**config.mk**
```make
export PLATFORM = sky130hd
export DESIGN_NAME = core_mem_host
export DESIGN_NICKNAME = d
export VERILOG_FILES = /design/src/core_host_pkg.sv /design/src/pin_sync_if.sv /design/src/pin_sync.sv /design/src/core_mem_host.sv
export SDC_FILE = /design/constraint.sdc
export NUM_CORES = 1
export LEC_CHECK = 0
export ABC_CLOCK_PERIOD_IN_PS = 3900
export BUFFER_PORTS_ARGS = -buffer_cell sky130_fd_sc_hd__buf_4
export CORE_UTILIZATION = 63
export DETAILED_ROUTE_END_ITERATION = 16
export PLACE_DENSITY = 0.95
export SLEW_MARGIN = 10
export SYNTH_ARGS = -nofsm -noshare
export SYNTH_HDL_FRONTEND = slang
export SYNTH_SLANG_ARGS = --single-unit
```
**constraint.sdc**
```tcl
create_clock -name sys_clk_i -period 3.9 [get_ports sys_clk_i]
set_input_delay 0.195 -clock sys_clk_i [delete_from_list [all_inputs] [get_ports sys_clk_i]]
set_output_delay 0.195 -clock sys_clk_i [all_outputs]
set_load 0.05 [all_outputs]
```
**src/core_host_pkg.sv**
```systemverilog
// constants and types for the core memory cycle host controller
package core_host_pkg;
   // -------------------------------------------------------------
   // clock and timing
   // -------------------------------------------------------------
   localparam int CLK_PERIOD_NS = 5;
   // least command pulse width at the device pins
   localparam int CMD_PULSE_NS = 100;
   // least address and data setup before a command pulse
   localparam int ADDR_SETUP_NS = 50;
   // longest wait for busy to rise, and for busy to fall again
   localparam int BUSY_TIMEOUT_NS = 10000;
   localparam int CNT_W = 12;

   // least times round up, longest times round down, never below one
   function automatic logic [CNT_W-1:0] cyc_up(input int ns);
      int c;
      c = (ns + CLK_PERIOD_NS - 1) / CLK_PERIOD_NS;
      if (c < 1) begin
         c = 1;
      end
      return CNT_W'(c);
   endfunction

   function automatic logic [CNT_W-1:0] cyc_down(input int ns);
      int c;
      c = ns / CLK_PERIOD_NS;
      if (c < 1) begin
         c = 1;
      end
      return CNT_W'(c);
   endfunction

   localparam logic [CNT_W-1:0] CMD_PULSE_CYC = cyc_up(CMD_PULSE_NS);
   localparam logic [CNT_W-1:0] ADDR_SETUP_CYC = cyc_up(ADDR_SETUP_NS);
   localparam logic [CNT_W-1:0] BUSY_TIMEOUT_CYC = cyc_down(BUSY_TIMEOUT_NS);

   // -------------------------------------------------------------
   // widths
   // -------------------------------------------------------------
   localparam int ADDR_W_DEF = 6;
   localparam int DATA_W_DEF = 16;

   // -------------------------------------------------------------
   // cycle kinds and sequencer states
   // -------------------------------------------------------------
   typedef enum logic [1:0] {
      OP_READ_REGEN  = 2'b00,
      OP_CLEAR_WRITE = 2'b01,
      OP_LOAD        = 2'b10,
      OP_UNLOAD      = 2'b11
   } op_t;

   typedef enum logic [2:0] {
      ST_IDLE      = 3'b000,
      ST_SETUP     = 3'b001,
      ST_PULSE     = 3'b010,
      ST_WAIT_BUSY = 3'b011,
      ST_WAIT_DONE = 3'b100
   } state_t;
endpackage

```
**src/pin_sync_if.sv**
```systemverilog
// synchronised device pin levels passed from the synchroniser to the host
`timescale 1ns/1ps
`default_nettype none
interface pin_sync_if #(
   parameter int DATA_W = 16
);
   logic busy;
   logic [DATA_W-1:0] word_true;
   logic [DATA_W-1:0] word_comp;

   modport src (
      output busy,
      output word_true,
      output word_comp
   );
   modport dst (
      input busy,
      input word_true,
      input word_comp
   );
endinterface
`default_nettype wire

```
**src/pin_sync.sv**
```systemverilog
// two-flop synchroniser for the device busy and double-rail word pins
`timescale 1ns/1ps
`default_nettype none
module pin_sync #(
   parameter int DATA_W = 16
) (
   input wire logic sys_clk_i,
   input wire logic srst_i,
   input wire logic ce_i,
   input wire logic busy_i,
   input wire logic [DATA_W-1:0] true_i,
   input wire logic [DATA_W-1:0] comp_i,
   pin_sync_if.src sync
);
   localparam int W = 2 * DATA_W + 1;

   typedef struct packed {
      logic [W-1:0] meta;
      logic [W-1:0] stable;
   } sync_state_t;

   sync_state_t s_q;
   sync_state_t s_d;

   always_comb begin
      s_d = s_q;
      // first stage feeds only the second stage
      s_d.meta = {busy_i, true_i, comp_i};
      s_d.stable = s_q.meta;
   end

   always_ff @(posedge sys_clk_i) begin
      if (srst_i) begin
         s_q <= '0;
      end else if (ce_i) begin
         s_q <= s_d;
      end
   end

   assign sync.busy = s_q.stable[W-1];
   assign sync.word_true = s_q.stable[W-2:DATA_W];
   assign sync.word_comp = s_q.stable[DATA_W-1:0];
endmodule
`default_nettype wire

```
**src/core_mem_host.sv**
```systemverilog
// host controller issuing cycle commands to a core memory sequencer
`timescale 1ns/1ps
`default_nettype none
module core_mem_host
   import core_host_pkg::*;
#(
   parameter int ADDR_W = ADDR_W_DEF,
   parameter int DATA_W = DATA_W_DEF
) (
   input wire logic sys_clk_i,
   input wire logic srst_i,
   input wire logic ce_i,
   // user request side
   input wire logic req_valid_i,
   input wire logic [1:0] req_op_i,
   input wire logic [ADDR_W-1:0] req_addr_i,
   input wire logic [DATA_W-1:0] req_wdata_i,
   output logic req_ready_o,
   output logic rsp_valid_o,
   output logic rsp_err_o,
   output logic [DATA_W-1:0] rsp_rdata_o,
   // device pins
   output logic read_regen_cmd_o,
   output logic clear_write_cmd_o,
   output logic load_cmd_o,
   output logic unload_cmd_o,
   output logic [ADDR_W-1:0] addr_o,
   output logic [DATA_W-1:0] data_o,
   input wire logic memory_busy_out_i,
   input wire logic [DATA_W-1:0] info_true_i,
   input wire logic [DATA_W-1:0] info_comp_i
);
   localparam int DEPTH = 2 ** ADDR_W;

   typedef struct packed {
      state_t state;
      op_t op;
      logic [CNT_W-1:0] cnt;
      logic ready;
      logic rsp_valid;
      logic rsp_err;
      logic [DATA_W-1:0] rdata;
      logic [3:0] cmd;
      logic [ADDR_W-1:0] addr;
      logic [DATA_W-1:0] data;
      logic [DEPTH-1:0] cleared;
   } host_state_t;

   host_state_t s_q;
   host_state_t s_d;

   pin_sync_if #(.DATA_W(DATA_W)) pins ();

   pin_sync #(
      .DATA_W(DATA_W)
   ) u_sync (
      .sys_clk_i(sys_clk_i),
      .srst_i(srst_i),
      .ce_i(ce_i),
      .busy_i(memory_busy_out_i),
      .true_i(info_true_i),
      .comp_i(info_comp_i),
      .sync(pins.src)
   );

   // one-hot command line for a cycle kind
   function automatic logic [3:0] cmd_line(input op_t op);
      logic [3:0] v;
      v = 4'h0;
      case (op)
         OP_READ_REGEN: v = 4'h1;
         OP_CLEAR_WRITE: v = 4'h2;
         OP_LOAD: v = 4'h4;
         OP_UNLOAD: v = 4'h8;
         default: v = 4'h0;
      endcase
      return v;
   endfunction

   // -------------------------------------------------------------
   // sequencer
   // -------------------------------------------------------------
   always_comb begin
      s_d = s_q;
      s_d.rsp_valid = 1'b0;
      s_d.rsp_err = 1'b0;
      case (s_q.state)
         ST_IDLE: begin
            s_d.ready = ~pins.busy;
            if (req_valid_i && s_q.ready && !pins.busy) begin
               s_d.ready = 1'b0;
               if (op_t'(req_op_i) == OP_LOAD &&
                   !s_q.cleared[req_addr_i]) begin
                  s_d.rsp_valid = 1'b1;
                  s_d.rsp_err = 1'b1;
               end else begin
                  s_d.op = op_t'(req_op_i);
                  s_d.addr = req_addr_i;
                  s_d.data = req_wdata_i;
                  s_d.cnt = ADDR_SETUP_CYC;
                  s_d.state = ST_SETUP;
               end
            end
         end
         ST_SETUP: begin
            if (s_q.cnt == CNT_W'(1)) begin
               s_d.cmd = cmd_line(s_q.op);
               s_d.cnt = CMD_PULSE_CYC;
               s_d.state = ST_PULSE;
            end else begin
               s_d.cnt = s_q.cnt - CNT_W'(1);
            end
         end
         ST_PULSE: begin
            if (s_q.cnt == CNT_W'(1)) begin
               s_d.cmd = 4'h0;
               s_d.cnt = BUSY_TIMEOUT_CYC;
               s_d.state = ST_WAIT_BUSY;
            end else begin
               s_d.cnt = s_q.cnt - CNT_W'(1);
            end
         end
         ST_WAIT_BUSY: begin
            if (pins.busy) begin
               s_d.cnt = BUSY_TIMEOUT_CYC;
               s_d.state = ST_WAIT_DONE;
            end else if (s_q.cnt == CNT_W'(1)) begin
               s_d.rsp_valid = 1'b1;
               s_d.rsp_err = 1'b1;
               s_d.cleared[s_q.addr] = 1'b0;
               s_d.state = ST_IDLE;
            end else begin
               s_d.cnt = s_q.cnt - CNT_W'(1);
            end
         end
         ST_WAIT_DONE: begin
            // busy falls after the inhibit step ends
            if (!pins.busy) begin
               s_d.rsp_valid = 1'b1;
               s_d.state = ST_IDLE;
               if (s_q.op == OP_READ_REGEN || s_q.op == OP_UNLOAD) begin
                  s_d.rsp_err = (pins.word_true != ~pins.word_comp);
                  // read word returned to the user
                  s_d.rdata = pins.word_true;
               end
               s_d.cleared[s_q.addr] = (s_q.op == OP_UNLOAD);
            end else if (s_q.cnt == CNT_W'(1)) begin
               s_d.rsp_valid = 1'b1;
               s_d.rsp_err = 1'b1;
               s_d.cleared[s_q.addr] = 1'b0;
               s_d.state = ST_IDLE;
            end else begin
               s_d.cnt = s_q.cnt - CNT_W'(1);
            end
         end
         default: begin
            s_d.state = ST_IDLE;
            s_d.cmd = 4'h0;
            s_d.ready = 1'b0;
         end
      endcase
   end

   always_ff @(posedge sys_clk_i) begin
      if (srst_i) begin
         s_q <= '0;
      end else if (ce_i) begin
         s_q <= s_d;
      end
   end

   // -------------------------------------------------------------
   // outputs, all straight from flops
   // -------------------------------------------------------------
   assign req_ready_o = s_q.ready;
   assign rsp_valid_o = s_q.rsp_valid;
   assign rsp_err_o = s_q.rsp_err;
   assign rsp_rdata_o = s_q.rdata;
   assign read_regen_cmd_o = s_q.cmd[0];
   assign clear_write_cmd_o = s_q.cmd[1];
   assign load_cmd_o = s_q.cmd[2];
   assign unload_cmd_o = s_q.cmd[3];
   assign addr_o = s_q.addr;
   assign data_o = s_q.data;
endmodule
`default_nettype wire

```
==> results summary <==
Using the TritonRoute via totals, the vias-per-cell ratio works out to 6.26. Setup repair after global routing left no endpoint under its margin. Of the total synthesized cell area, the portion taken by AND, OR, NAND and NOR gates is 0.168.

The worst hold slack is -0.00701 ns. The type of the worst setup path is reg -> reg. Of the total synthesized cell area, the portion taken by full adders, half adders and majority gates is 0.0111.

Dividing the final minimum period by the clock period gives 0.821. At the end of routability-driven placement, the weighted congestion stood at roughly 0.93. The type of origin of the critical path is a flip-flop. The mean routed wirelength per cell is between 15 and 20 um. The number of synthesized flops with an enable pin came out at 0. The count of routing violations after the opening detailed-route iteration is approximately 1.0k. The number of buffers created by CTS is 17. The startpoint identified for the worst hold timing path is info_comp_i[7].

The via count of the first global-routing pass came to 7551. For this design the static power due to leakage is 4.14 nW. The highest net fanout along the worst path is 21. The least setup slack across all paths after layout is ~0.70 ns. The cell count of the worst hold path came out at 3.

The post-cts sizing count is 0. The die covers ~15000 sq um. Summed over all failing endpoints, the final setup total negative slack is 0 ns. The slowest stage cell on the critical path is nor2_1.

The transition time of the tightest slew-check pin is around 1.0 ns. The x dimension of the die came out at approximately 120 um. The achievable frequency came out at 312 MHz. The instance count of the mapped netlist is 1016.

The buffers inserted during post-CTS setup optimization is 0. The final wirelength is about 24000 um. The first-pass iteration count of the detailed router came out at 6. The fraction of synthesis flops using an asynchronous set or reset pin is 0. Clock tree synthesis selected as its root buffer the cell clkbuf_16. The area of placed instances came out at about 9500 sq um. The number of antenna violations at the first check in global routing is 0. The number of clock sinks came out at around 190. The number of cell instances on the worst register-to-register path is 7. The required time at the endpoint of the critical path is roughly 4.2 ns. The total nets after synthesis came out at 1085. Entering global routing, the biggest net connects 97 pins. STA classifies the critical path endpoint as a flip-flop. The worst register-to-register path has a setup slack of ~0.7 ns. In this run the worst hold path is classified as in -> reg. The layout net count is about 1.1k. The worst endpoint data arrival time is roughly 3.5 ns. For the final database, setup skew stands at approximately 0.0066 ns. A synthesized cell averages 8.85 sq um. Once layout is complete, the utilization of the core stands at 0.744.

The launch point of the worst reg-to-reg path is s_q[124]. After synthesis, the largest family of logic cells by area is simple AND/OR/NAND/NOR gates. In this run, synthesis produced a sequential element count of approximately 190. The total congestion overflow is 0.

The floorplan has 43 rows. The antenna diode count came out at 0. The number of H-tree levels is 4. The ratio of total power to cell area is approximately 410 nW/um^2. The portion of synthesized area spent on multiplexers is 0.165.

The minimum period implied by the final worst setup slack came out at 3.20 ns. The insertion delay to the later sink of the worst-skew pair is 0.44 ns. Setup violations remaining at the end of the flow were counted as 0. The layout cell share with drive strength beyond 1 came out at 0.166. Relative to the synthesized area, the layout overhead comes to 14.8%. In the routed design, unresolved DRC markers number 0.

The area fraction in compound gates after synthesis is 0.137. The cts-stage hold buffer count came out at 25. The clock tree buffer depth is 2. The critical path contains buffers and inverters numbering 0 combined. The count of boundary I/O pins came out at 106.

The number of hold violations in the final report was 1. The endpoint with the worst hold slack is u_sync.s_d[7]. The aggregate global-route resource usage is 0.321. The vertical die dimension came out at between 100 and 150 um. The count of nets left with antenna violations after detail routing came out at 0. The flow ran to the end, but the final reports show violations. The worst max-slew margin expressed relative to the limit came out at 0.319. The total via count after detailed routing is 7918. The number of violations of the max-capacitance limit is 0. The synthesized area came out at between 8000 and 9000 sq um.

The post-DP HPWL came out at roughly 14000 um. The maximum single-stage delay on the critical path is between 0.7 and 0.8 ns. The global-route wire length before repair came out at ~37000 um. The worst setup slack after placement is a little under 0.9 ns.

The max-slew violation total from the final report is 0. The number of warnings reported in the yosys synthesis log is 0. The number of buffer cells added on primary ports came out at roughly 110. The signal on the critical path passes through nand2_1 -> o31ai_1 -> nand3b_1 -> nor2_1 -> nand2_1 -> a22oi_1 -> nor2_1. Clock-pin slew was measured on the worst setup and hold paths at 0.07 ns. The placeable core region came out at around 14000 sq um. The final cell area excluding filler cells is around 10000 sq um. On the critical path the largest part of the delay comes from simple AND/OR/NAND/NOR gates. The sequential element share of the synthesized area came out at 0.428.

The distinct cell type count of the synthesized netlist is 67. For this configuration, the core starts out at a cell density of 0.648. TritonCTS built the clock tree. The final reports fail on hold timing. The most used flip-flop cell after synthesis is dfxtp_1. In this run the critical register-to-register path is captured at s_q[60]. Of the total synthesized cell area, the portion taken by XOR and XNOR cells is 0.0195.

IR analysis of the VDD net gives a maximum drop of about 0.00034 V.
-- area by class of cell --
| cell class | instances | area [sq um] |
|---|---|---|
| inverters | 13 | 48.8 |
| flip-flops and latches | 192 | 3840 |
| clock buffers | 20 | 447 |
| well taps | 180 | 225 |
| fillers | 856 | 3560 |
| multi-input cells | 707 | 4510 |
| repair buffers | 141 | 1120 |
| clock inverters | 12 | 125 |
-- metrics by stage --
step                cells  power (mW)
finish               1265        4.21
CTS                  1265        4.20
global placement     1208        2.48
detailed placement   1208        2.50
global route         1265        4.32
floorplan            1016        2.39
-- layout by cell type (no fill, tap or decap), drive strengths merged, types with 4 or more instances in the layout --
master,netlist,routed
o21ai,59,59
nand3b,4,4
xnor2,17,17
mux2,5,5
nor4,8,8
nand2b,8,8
o22ai,5,5
dfxtp,192,192
clkinv,2,5
mux2i,113,113
nor2,181,181
buf,66,116
nand4,4,4
mux4,13,13
a22oi,27,27
inv,11,18
o31ai,4,4
clkbuf,38,20
nand3,17,17
dlygate4sd3,0,25
ha,8,8
nor3,14,14
a21oi,68,68
a31oi,5,5
or3,5,5
a211oi,5,5
nand2,94,94
-- worst max-delay path by stage --
stage,slack (ns),endpoint,cells after the start,from
floorplan,1.56,s_q[109],10,s_q[113]
global placement,1.03,s_q[109],8,s_q[113]
detailed placement,0.89,s_q[28],7,s_q[125]
CTS,0.84,s_q[28],7,s_q[124]
global route,0.49,s_q[60],7,s_q[124]
finish,0.70,s_q[60],7,s_q[124]
-- cells by family after synthesis --
family | Yosys count
AND/OR/NAND/NOR | 349
flip-flops | 192
buffers and inverters | 117
adder cells (fa/ha/maj) | 8
XOR/XNOR | 20
AO/OA/AOI/OAI | 199
multiplexers | 131
-- synth_stat cells (5+ instances only) --
master	number	area share
mux2_2	5	0.0063
nand2_1	94	0.039
buf_2	14	0.0078
clkbuf_1	38	0.016
o22ai_1	5	0.0035
a21oi_1	66	0.037
inv_1	10	0.0042
a211oi_1	5	0.0042
o21ai_0	57	0.032
buf_1	8	0.0033
nand3_1	17	0.0095
mux2i_1	113	0.13
ha_1	8	0.011
xnor2_1	17	0.017
nor4_1	7	0.0049
nand2b_1	7	0.0049
or3_1	5	0.0035
mux4_2	12	0.030
nor3_1	10	0.0056
buf_4	40	0.033
a22oi_1	27	0.023
nor2_1	181	0.076
dfxtp_1	192	0.43
-- sequential cells by signal (all words and copies together), names as in the netlist, 6 cells and up --
name,count
u_sync.s_d,33
data_o,16
rsp_rdata_o,16
addr_o,6
u_sync.sync.word_true,16
u_sync.sync.word_comp,16
s_q,81
-- tightest hold or removal path, cell delays in order --
cell and delay [ns]:
buf_4 0.08, mux2i_1 0.06, nor2_1 0.07
-- where the power goes --
| group | total (mW) | internal, mW | switching [mW] |
|---|---|---|---|
| Sequential | 2.06 | 2.01 | 0.0475 |
| Clock | 1.72 | 0.917 | 0.801 |
| Combinational | 0.438 | 0.184 | 0.255 |
| Total | 4.21 | 3.11 | 1.10 |
-- layer usage --
metal	GRT usage	wire (um)	vias to the layer above	part of all wire
li1	-	-	3624	-
met3	0.0794	2260	107	0.096
met1	0.386	9060	3664	0.38
met4	0.181	987	0	0.042
met5	0	0	-	0
met2	0.522	11300	523	0.48
Note: power is estimated with default switching activity, not from simulation.
